--- config.mk ---
export PLATFORM = sky130hd
export DESIGN_NAME = ivc_controller
export DESIGN_NICKNAME = d
export VERILOG_FILES = /design/src/verilog/ivc_pkg.sv /design/src/verilog/ivc_controller.sv /design/src/verilog/ivc_phase_div.sv /design/src/verilog/ivc_sync.sv
export SDC_FILE = /design/constraint.sdc
export NUM_CORES = 1
export LEC_CHECK = 0
export BUFFER_PORTS_ARGS = -buffer_cell sky130_fd_sc_hd__buf_2
export CAP_MARGIN = 20
export CORE_MARGIN = 1
export CORE_UTILIZATION = 35
export CTS_CLUSTER_DIAMETER = 40
export DETAILED_ROUTE_END_ITERATION = 10
export GPL_ROUTABILITY_DRIVEN = 0
export GPL_TIMING_DRIVEN = 0
export SYNTH_ARGS = -nofsm -noshare
export SYNTH_HDL_FRONTEND = slang
export SYNTH_SLANG_ARGS = --single-unit
--- constraint.sdc ---
create_clock -name clk -period 2.6 [get_ports clk]
set_input_delay 0.26 -clock clk [delete_from_list [all_inputs] [get_ports clk]]
set_output_delay 0.26 -clock clk [all_outputs]
set_load 0.005 [all_outputs]
--- src/verilog/ivc_pkg.sv ---
// Purpose: Shared constants and types for the vectored interrupt controller
// Assumes: One 250 MHz clock, APB register access, core sequencer on the far side
// Notes: Behaviour list below; tags are referenced from the design files
//
// Behaviour
// - Overflow, time base, pin edge set flags
// - Accept pushes next PC, loads vector
// - Return-from-interrupt pops saved PC
// - Accepting clears global enable, blocks nesting
// - Flags still latch while globally disabled
// - Full stack blocks every acknowledge
// - Running: jump 2 or 3 cycles later
// - Wake from sleep: jump 3 cycles later
// - Requests serviced at next phase-two pulse
// - One timer: ext, timer0, time base
// - Two timers: timer1 0CH, time base later
// - Three timers: timer2 10H, base 18H
// - External beats simultaneous internal request
// - Per-source enables plus global gate
// - External needs global, own enable, flag
// - Edge select: off, rise, fall, both
// - External service clears its flag, global
// - Flags hold until serviced or cleared
// - Timer, time base flags auto-clear on service
// - Any enabled source wakes the core
package ivc_pkg;

  // ==========================================================
  // Register map (word aligned byte addresses)
  localparam int ADDR_W = 12;
  localparam logic [11:0] ADDR_CTRL_A = 12'h000;
  localparam logic [11:0] ADDR_CTRL_B = 12'h004;
  localparam logic [11:0] ADDR_CTRL_ONE = 12'h008;
  localparam logic [11:0] ADDR_STATUS = 12'h00C;

  // ==========================================================
  // Field positions, control register A
  localparam int A_GLOBAL_EN = 0;
  localparam int A_EXT_EN = 1;
  localparam int A_T0_EN = 2;
  localparam int A_T1_EN = 3;
  localparam int A_EXT_FLAG = 4;
  localparam int A_T0_FLAG = 5;
  localparam int A_T1_FLAG = 6;
  // Field positions, control register B
  localparam int B_T2_EN = 0;
  localparam int B_TB_EN = 2;
  localparam int B_T2_FLAG = 4;
  localparam int B_TB_FLAG = 6;
  // Field positions, control register one
  localparam int ONE_EDGE_LO = 6;
  localparam int ONE_EDGE_HI = 7;
  localparam logic [7:0] CTRL_ONE_RESET = 8'h00;

  // ==========================================================
  // Source indices, lowest index wins
  localparam int NUM_SRC = 5;
  localparam logic [2:0] SRC_EXT = 3'h0;
  localparam logic [2:0] SRC_T0 = 3'h1;
  localparam logic [2:0] SRC_T1 = 3'h2;
  localparam logic [2:0] SRC_T2 = 3'h3;
  localparam logic [2:0] SRC_TB = 3'h4;

  // Edge select codes
  localparam logic [1:0] EDGE_OFF = 2'h0;
  localparam logic [1:0] EDGE_RISE = 2'h1;
  localparam logic [1:0] EDGE_FALL = 2'h2;
  localparam logic [1:0] EDGE_BOTH = 2'h3;

  // ==========================================================
  // Vector addresses
  localparam logic [7:0] VEC_EXT = 8'h04;
  localparam logic [7:0] VEC_T0 = 8'h08;
  localparam logic [7:0] VEC_T1 = 8'h0C;
  localparam logic [7:0] VEC_T2 = 8'h10;
  localparam logic [7:0] VEC_TB_ONE = 8'h0C;
  localparam logic [7:0] VEC_TB_TWO = 8'h10;
  localparam logic [7:0] VEC_TB_TWO_ALT = 8'h14;
  localparam logic [7:0] VEC_TB_THREE = 8'h18;

  // ==========================================================
  // Timing in instruction cycles and clocks
  localparam int CLK_PER_CYC = 4;
  localparam int T2_PHASE = 1;
  localparam logic [1:0] RUN_CYCLES = 2'h2;
  localparam logic [1:0] WAKE_CYCLES = 2'h3;

  typedef enum logic [1:0] {
    IVC_IDLE = 2'h0,
    IVC_WAIT = 2'h1,
    IVC_WAKE = 2'h2
  } ivc_state_e;

  // Requests from the core sequencer
  typedef struct packed {
    logic retiExec;
    logic stackFull;
    logic sleepMode;
  } ivc_core_in_s;

  // Commands to the core sequencer
  typedef struct packed {
    logic takeIrq;
    logic popStack;
    logic wakeReq;
    logic [7:0] irqVector;
  } ivc_core_out_s;

endpackage

--- src/verilog/ivc_controller.sv ---
// Purpose: Vectored interrupt controller with APB registers
// Assumes: Timer and time base events are one-clock pulses on clk
// Notes: Pin passes a two-flop synchroniser; core signals are same domain
//
// The register offsets and the APB slave port were chosen for this implementation.
`timescale 1ns/1ns
module ivc_controller #(
  parameter int NUM_TIMERS = 3,
  parameter bit TB_VEC_ALT = 1'b0
) (
  input wire logic clk,
  input wire logic sys_rst,
  input wire logic psel,
  input wire logic penable,
  input wire logic pwrite,
  input wire logic [11:0] paddr,
  input wire logic [31:0] pwdata,
  output logic [31:0] prdata,
  output logic pready,
  output logic pslverr,
  input wire logic sharedIrqPin,
  input wire logic [2:0] timerOvf,
  input wire logic timebaseEvt,
  input wire ivc_pkg::ivc_core_in_s coreIn,
  output ivc_pkg::ivc_core_out_s coreOut
);

  // ==========================================================
  // Declarations
  localparam logic [4:0] SRC_PRESENT = {1'b1, (NUM_TIMERS >= 3), (NUM_TIMERS >= 2), 2'h3};

  logic pinSync;
  logic pinPrev;
  logic t2Pulse;
  logic cycEnd;
  logic extEdge;
  logic [4:0] events;
  logic [4:0] flags;
  logic [4:0] next_flags;
  logic [4:0] ens;
  logic [4:0] next_ens;
  logic globalEn;
  logic next_globalEn;
  logic [7:0] ctrlOne;
  logic [7:0] next_ctrlOne;
  logic [4:0] pending;
  logic decide;
  logic take;
  ivc_pkg::ivc_state_e state;
  ivc_pkg::ivc_state_e next_state;
  logic [1:0] cnt;
  logic [1:0] next_cnt;
  logic [2:0] selIdx;
  logic [2:0] next_selIdx;
  logic accWr;
  logic setupRd;
  logic mapped;
  logic [31:0] rdMux;
  ivc_pkg::ivc_core_out_s next_coreOut;

  // ==========================================================
  // Helpers
  ivc_sync u_sync (
    .clk(clk),
    .sys_rst(sys_rst),
    .pinAsync(sharedIrqPin),
    .pinSync(pinSync)
  );

  ivc_phase_div u_phase (
    .clk(clk),
    .sys_rst(sys_rst),
    .t2Pulse(t2Pulse),
    .cycEnd(cycEnd)
  );

  // Lowest index wins, external first
  function automatic logic [2:0] pickSource(input logic [4:0] req);
    logic [2:0] idx;
    idx = ivc_pkg::SRC_TB;
    for (int i = ivc_pkg::NUM_SRC - 1; i >= 0; i--) begin
      if (req[i]) begin
        idx = 3'(i);
      end
    end
    return idx;
  endfunction

  // Time base slot depends on how many timers exist
  function automatic logic [7:0] vectorOf(input logic [2:0] idx);
    logic [7:0] v;
    v = ivc_pkg::VEC_EXT;
    unique case (idx)
      ivc_pkg::SRC_T0: v = ivc_pkg::VEC_T0;
      ivc_pkg::SRC_T1: v = ivc_pkg::VEC_T1;
      ivc_pkg::SRC_T2: v = ivc_pkg::VEC_T2;
      ivc_pkg::SRC_TB: begin
        if (NUM_TIMERS >= 3) begin
          v = ivc_pkg::VEC_TB_THREE;
        end else if (NUM_TIMERS == 2) begin
          v = TB_VEC_ALT ? ivc_pkg::VEC_TB_TWO_ALT : ivc_pkg::VEC_TB_TWO;
        end else begin
          v = ivc_pkg::VEC_TB_ONE;
        end
      end
      default: v = ivc_pkg::VEC_EXT;
    endcase
    return v;
  endfunction

  // ==========================================================
  // Pin edge detection on the synchronised sample
  always_ff @(posedge clk) begin
    if (sys_rst) begin
      pinPrev <= 1'b0;
    end else begin
      pinPrev <= pinSync;
    end
  end

  always_comb begin
    unique case (ctrlOne[ivc_pkg::ONE_EDGE_HI:ivc_pkg::ONE_EDGE_LO])
      ivc_pkg::EDGE_OFF: extEdge = 1'b0;
      ivc_pkg::EDGE_RISE: extEdge = pinSync & ~pinPrev;
      ivc_pkg::EDGE_FALL: extEdge = ~pinSync & pinPrev;
      ivc_pkg::EDGE_BOTH: extEdge = pinSync ^ pinPrev;
    endcase
  end

  // Absent timers never raise requests
  assign events = {timebaseEvt, timerOvf, extEdge} & SRC_PRESENT;
  assign pending = flags & ens & SRC_PRESENT;

  // ==========================================================
  // APB decode: zero wait states, read data captured in setup
  assign accWr = psel & penable & pwrite & pready;
  assign setupRd = psel & ~penable & ~pwrite;
  assign mapped = (paddr == ivc_pkg::ADDR_CTRL_A) | (paddr == ivc_pkg::ADDR_CTRL_B)
                | (paddr == ivc_pkg::ADDR_CTRL_ONE) | (paddr == ivc_pkg::ADDR_STATUS);
  assign pready = 1'b1;
  assign pslverr = psel & penable & ~mapped;

  // Read view of the register file
  always_comb begin
    rdMux = 32'h0000_0000;
    unique case (paddr)
      ivc_pkg::ADDR_CTRL_A: begin
        rdMux[ivc_pkg::A_GLOBAL_EN] = globalEn;
        rdMux[ivc_pkg::A_EXT_EN] = ens[ivc_pkg::SRC_EXT];
        rdMux[ivc_pkg::A_T0_EN] = ens[ivc_pkg::SRC_T0];
        rdMux[ivc_pkg::A_T1_EN] = ens[ivc_pkg::SRC_T1];
        rdMux[ivc_pkg::A_EXT_FLAG] = flags[ivc_pkg::SRC_EXT];
        rdMux[ivc_pkg::A_T0_FLAG] = flags[ivc_pkg::SRC_T0];
        rdMux[ivc_pkg::A_T1_FLAG] = flags[ivc_pkg::SRC_T1];
      end
      ivc_pkg::ADDR_CTRL_B: begin
        rdMux[ivc_pkg::B_T2_EN] = ens[ivc_pkg::SRC_T2];
        rdMux[ivc_pkg::B_TB_EN] = ens[ivc_pkg::SRC_TB];
        rdMux[ivc_pkg::B_T2_FLAG] = flags[ivc_pkg::SRC_T2];
        rdMux[ivc_pkg::B_TB_FLAG] = flags[ivc_pkg::SRC_TB];
      end
      ivc_pkg::ADDR_CTRL_ONE: rdMux[7:0] = ctrlOne;
      ivc_pkg::ADDR_STATUS: rdMux[15:0] = {3'h0, selIdx, state, coreOut.irqVector};
      default: rdMux = 32'h0000_0000;
    endcase
  end

  always_ff @(posedge clk) begin
    if (sys_rst) begin
      prdata <= 32'h0000_0000;
    end else if (setupRd) begin
      prdata <= rdMux;
    end
  end

  // ==========================================================
  // Flags and enables: write, then service clear, then hardware set
  always_comb begin
    next_flags = flags;
    next_ens = ens;
    next_globalEn = globalEn;
    next_ctrlOne = ctrlOne;
    if (accWr && paddr == ivc_pkg::ADDR_CTRL_A) begin
      next_globalEn = pwdata[ivc_pkg::A_GLOBAL_EN];
      next_ens[ivc_pkg::SRC_EXT] = pwdata[ivc_pkg::A_EXT_EN];
      next_ens[ivc_pkg::SRC_T0] = pwdata[ivc_pkg::A_T0_EN];
      next_ens[ivc_pkg::SRC_T1] = pwdata[ivc_pkg::A_T1_EN];
      next_flags[ivc_pkg::SRC_EXT] = pwdata[ivc_pkg::A_EXT_FLAG];
      next_flags[ivc_pkg::SRC_T0] = pwdata[ivc_pkg::A_T0_FLAG];
      next_flags[ivc_pkg::SRC_T1] = pwdata[ivc_pkg::A_T1_FLAG];
    end
    if (accWr && paddr == ivc_pkg::ADDR_CTRL_B) begin
      next_ens[ivc_pkg::SRC_T2] = pwdata[ivc_pkg::B_T2_EN];
      next_ens[ivc_pkg::SRC_TB] = pwdata[ivc_pkg::B_TB_EN];
      next_flags[ivc_pkg::SRC_T2] = pwdata[ivc_pkg::B_T2_FLAG];
      next_flags[ivc_pkg::SRC_TB] = pwdata[ivc_pkg::B_TB_FLAG];
    end
    if (accWr && paddr == ivc_pkg::ADDR_CTRL_ONE) begin
      next_ctrlOne = pwdata[7:0];
    end
    if (take) begin
      next_flags[selIdx] = 1'b0;
      next_globalEn = 1'b0;
    end
    // Set beats clear so a same-cycle event is never lost
    next_flags = (next_flags | events) & SRC_PRESENT;
    next_ens = next_ens & SRC_PRESENT;
  end

  always_ff @(posedge clk) begin
    if (sys_rst) begin
      flags <= 5'h00;
      ens <= 5'h00;
      globalEn <= 1'b0;
      ctrlOne <= ivc_pkg::CTRL_ONE_RESET;
    end else begin
      flags <= next_flags;
      ens <= next_ens;
      globalEn <= next_globalEn;
      ctrlOne <= next_ctrlOne;
    end
  end

  // ==========================================================
  // Service sequencer: choose at phase two, jump at a cycle end
  assign decide = (state == ivc_pkg::IVC_IDLE) & t2Pulse & globalEn & (|pending)
                & ~coreIn.stackFull;
  // A full stack at the jump holds it off until the pointer drops
  assign take = (state != ivc_pkg::IVC_IDLE) & cycEnd & (cnt == 2'h0) & ~coreIn.stackFull;

  always_comb begin
    next_state = state;
    next_cnt = cnt;
    next_selIdx = selIdx;
    unique case (state)
      ivc_pkg::IVC_IDLE: begin
        if (decide) begin
          next_selIdx = pickSource(pending);
          if (coreIn.sleepMode) begin
            next_state = ivc_pkg::IVC_WAKE;
            next_cnt = ivc_pkg::WAKE_CYCLES - 2'h1;
          end else begin
            next_state = ivc_pkg::IVC_WAIT;
            next_cnt = ivc_pkg::RUN_CYCLES - 2'h1;
          end
        end
      end
      ivc_pkg::IVC_WAIT, ivc_pkg::IVC_WAKE: begin
        if (take) begin
          next_state = ivc_pkg::IVC_IDLE;
        end else if (cycEnd && cnt != 2'h0) begin
          next_cnt = cnt - 2'h1;
        end
      end
      default: next_state = ivc_pkg::IVC_IDLE;
    endcase
  end

  always_ff @(posedge clk) begin
    if (sys_rst) begin
      state <= ivc_pkg::IVC_IDLE;
      cnt <= 2'h0;
      selIdx <= 3'h0;
    end else begin
      state <= next_state;
      cnt <= next_cnt;
      selIdx <= next_selIdx;
    end
  end

  // ==========================================================
  // Core commands, all registered
  always_comb begin
    next_coreOut = coreOut;
    next_coreOut.takeIrq = take;
    next_coreOut.popStack = coreIn.retiExec;
    next_coreOut.wakeReq = |pending;
    if (take) begin
      next_coreOut.irqVector = vectorOf(selIdx);
    end
  end

  always_ff @(posedge clk) begin
    if (sys_rst) begin
      coreOut <= '0;
    end else begin
      coreOut <= next_coreOut;
    end
  end
endmodule

--- src/verilog/ivc_phase_div.sv ---
// Purpose: Instruction-cycle phase divider
// Assumes: Fixed clocks per instruction cycle
// Notes: Emits the phase-two pulse and end-of-cycle pulse
`timescale 1ns/1ns
module ivc_phase_div #(
  parameter int PHASES = ivc_pkg::CLK_PER_CYC
) (
  input wire logic clk,
  input wire logic sys_rst,
  output logic t2Pulse,
  output logic cycEnd
);

  logic [$clog2(PHASES)-1:0] phase;
  logic [$clog2(PHASES)-1:0] next_phase;

  // ==========================================================
  // Phase counter wraps every instruction cycle
  always_comb begin
    if (phase == ($clog2(PHASES))'(PHASES - 1)) begin
      next_phase = '0;
    end else begin
      next_phase = phase + 1'b1;
    end
  end

  always_ff @(posedge clk) begin
    if (sys_rst) begin
      phase <= '0;
    end else begin
      phase <= next_phase;
    end
  end

  // Enables, one clock wide
  assign t2Pulse = (phase == ($clog2(PHASES))'(ivc_pkg::T2_PHASE));
  assign cycEnd = (phase == ($clog2(PHASES))'(PHASES - 1));

endmodule

--- src/verilog/ivc_sync.sv ---
// Purpose: Two-flop synchroniser for the shared interrupt pin
// Assumes: Pin is asynchronous to clk
// Notes: Only the second flop is visible to other logic
`timescale 1ns/1ns
module ivc_sync (
  input wire logic clk,
  input wire logic sys_rst,
  input wire logic pinAsync,
  output logic pinSync
);

  logic stageOne;

  // ==========================================================
  // Metastability filter
  always_ff @(posedge clk) begin
    if (sys_rst) begin
      stageOne <= 1'b0;
      pinSync <= 1'b0;
    end else begin
      stageOne <= pinAsync;
      pinSync <= stageOne;
    end
  end

endmodule
==> results.sh <==
export IMPL_outcome="completed"
export IMPL_netlist_area_leader_share_pct=37.9
export IMPL_worst_slack_ns=0.561
export IMPL_netlist_top_cells_count="dfxtp_1, buf_4, nand2_1"
export IMPL_cts_buffers=5
export IMPL_final_cell_area_um2=3190
export IMPL_r2r_setup_slack_ns=0.56
export IMPL_synth_mux_area_share_pct=9.72
export IMPL_dp_cells=466
export IMPL_path_cells="inv_1 -> ha_1 -> nor4bb_1 -> clkbuf_1 -> a311oi_1 -> a221o_1"
export IMPL_crit_path_end_kind="flip-flop"
export IMPL_synth_seq_area_share_pct=37.9
export IMPL_final_util_pct=44.0
export IMPL_cp_start_kind="flip-flop"
export IMPL_root_buffer="clkbuf_8"
export IMPL_cts_tree="yes"
export IMPL_dpl_instance_area_um2=3100
export IMPL_ys_ff_latch=50
export IMPL_n_antenna_cell=0
export IMPL_drc=0
export IMPL_ys_types=54
export IMPL_syn_inst=294
export IMPL_register_area_um2=1000
export IMPL_firstDrtPassIters=4
export IMPL_avgSynthCellArea_um2=8.98
export IMPL_grt_max_degree=15
export IMPL_holdWs_ns=0.156
export IMPL_min_path_cells=2
export IMPL_avgViaCountPerCell=4.72
export IMPL_initial_utilization_pct=36.4
export IMPL_reg2reg_depth=6
export IMPL_cap_violations=0
export IMPL_fp_dieArea_um2=7890
export IMPL_timing_final_crit_share_pct=78.4
export IMPL_drtAntennaViolNets=0
export IMPL_path_clk_slew_ns=0.09
export IMPL_power_density_nw_per_um2=444
export IMPL_row_count=31
export IMPL_min_path_type="in2reg"
export IMPL_synthArstFlopShare_pct=0
export IMPL_grt_pass1_wl_mm=9.92
export IMPL_whs_endpoint="u_sync.stageOne"
export IMPL_coreArea_um2=7250
export IMPL_ios=102
export IMPL_cts_resized=0
export IMPL_multi_input_area_um2=1410
export IMPL_drt_iter0_markers=157
export IMPL_path_class="reg2reg"
export IMPL_synthFlopType="dfxtp_1"
export IMPL_ys_warnings_count=0
export IMPL_gr_usage_all_layers_pct=16.8
export IMPL_postCtsHoldBufs=0
export IMPL_pre_cts_slack_ns=0.593
export IMPL_die_x_um=88.8
export IMPL_min_period_ns=2.04
export IMPL_netlist_area_um2=2640
export IMPL_timing_fmax_ghz=0.491
export IMPL_worstPathMaxFanout=10
export IMPL_timing_setup_tns_ns=0
export IMPL_via_count=2237
export IMPL_synth_compound_area_share_pct=14.1
export IMPL_synth_edff_count=0
export IMPL_worst_pin_slew_ns=0.575
export IMPL_fin_skew_ns=0.00514
export IMPL_worst_path_buf_inv=2
export IMPL_ir_drop_mv=0.211
export IMPL_synth_top_area_cell="dfxtp_1"
export IMPL_areaGrowthSynthToFinish_pct=20.9
export IMPL_holdCritStartpoint="sharedIrqPin"
export IMPL_finalHoldViolCount=0
export IMPL_grt_pass1_vias=1998
export IMPL_drv_slew=0
export IMPL_reg2reg_from="state[0]"
export IMPL_reg2reg_to="flags[2]"
export IMPL_drt_wl_total_mm=6.19
export IMPL_cp_top_family="compound AO/OA/AOI/OAI gates"
export IMPL_port_buffers=50
export IMPL_synth_top_family_by_area="simple AND/OR/NAND/NOR gates"
export IMPL_synthSimpleGateAreaFrac_pct=22.9
export IMPL_synth_xor_area_share_pct=0.332
export IMPL_hpwl_mm=4.78
export IMPL_antenna_found_initial=0
export IMPL_clk_path_buf_depth=2
export IMPL_layout_drive_gt1_share_pct=25.6
export IMPL_slew_headroom_pct=61.7
export IMPL_power_mw=1.42
export IMPL_cp_slowest_cell="clkbuf_1"
export IMPL_htreeDepth=2
export IMPL_grt_remaining_overflow=0
export IMPL_chipHeight_um=88.8
export IMPL_synth_area_leaders="dfxtp_1, mux2i_1, buf_4"
export IMPL_post_cts_buffers=0
export IMPL_fillers=747
export IMPL_synthAdderAreaFrac_pct=2.84
export IMPL_wl_per_cell_um=13.1
export IMPL_fin_nets=437
export IMPL_cp_data_arrival_time_ns=2.24
export IMPL_worstSkewPairLatency_ns=0.31
export IMPL_slowest_delay_ns=0.39
export IMPL_rsz0062_at_grt="false"
export IMPL_leakagePower_nw=1.39
export IMPL_final_setup_viol_count=0
export IMPL_final_cells=474
export IMPL_synth_most_common_cell="dfxtp_1"
export IMPL_crit_required_ns=2.80
export IMPL_clock_sinks=50
[worst register-to-register path: stages, from the launching register on]
cell	delay, ns
dfxtp_1	0.34
inv_1	0.06
ha_1	0.28
nor4bb_1	0.37
clkbuf_1	0.39
a311oi_1	0.16
a221o_1	0.33
[flip-flops by register name, indices dropped and copies added, names as in the netlist, 2 cells and up]
name	cells
prdata	13
flags	5
state	2
coreOut	6
ctrlOne	8
selIdx	3
cnt	2
ens	5
u_phase.phase	2
[cell type report]
class                      instances  area share, %
clock buffer                       7           2.71
tap                               99           3.88
sequential                        50           31.4
buffer                            43           8.27
multi-input combinational        211           44.2
clock inverter                     1          0.157
timing repair buffer              50           7.84
inverter                          13           1.53
[worst max path at each step]
stage	cells after the start	startpoint	slack [ns]	end
finish	6	state[0]	0.56	flags[2]
global route	6	state[0]	0.26	flags[2]
global placement	6	state[0]	0.60	flags[2]
CTS	6	state[0]	0.59	flags[2]
floorplan	6	state[0]	0.83	flags[2]
detailed placement	6	state[0]	0.59	flags[2]
[metal layers]
layer  vias to the layer above  GRT usage, %  routed length, um
met4                         0          5.72                 81
met5                         -             0                  0
met3                         5          2.89                341
li1                       1150             -                  -
met2                        67          26.6               2790
met1                      1015          23.0               2980
[power breakdown]
group / switching, mW / internal [mW] / total, mW
sequential: 0.0102 / 0.778 / 0.788
combinational: 0.0788 / 0.0746 / 0.153
clock: 0.259 / 0.215 / 0.474
[cells in the final DEF, fill, tap and decap left out, drive strengths merged, types with 4 or more instances in the layout]
cell,n
a21oi,17
a221o,4
a22o,5
buf,79
clkbuf,21
conb,25
dfxtp,50
ha,6
inv,13
mux2i,20
nand2,23
nand2b,13
nand3,7
nor2,21
nor2b,6
nor3,9
nor4,4
[logic make-up after synthesis]
group,after synthesis
DFF,50
and+or+nand+nor,105
other,2
muxes,23
AOI/OAI and AO/OA,51
buffers and inverters,56
adders and majority gates,6
xor gates and xnor gates,1
(Power assumes the default switching activity.)
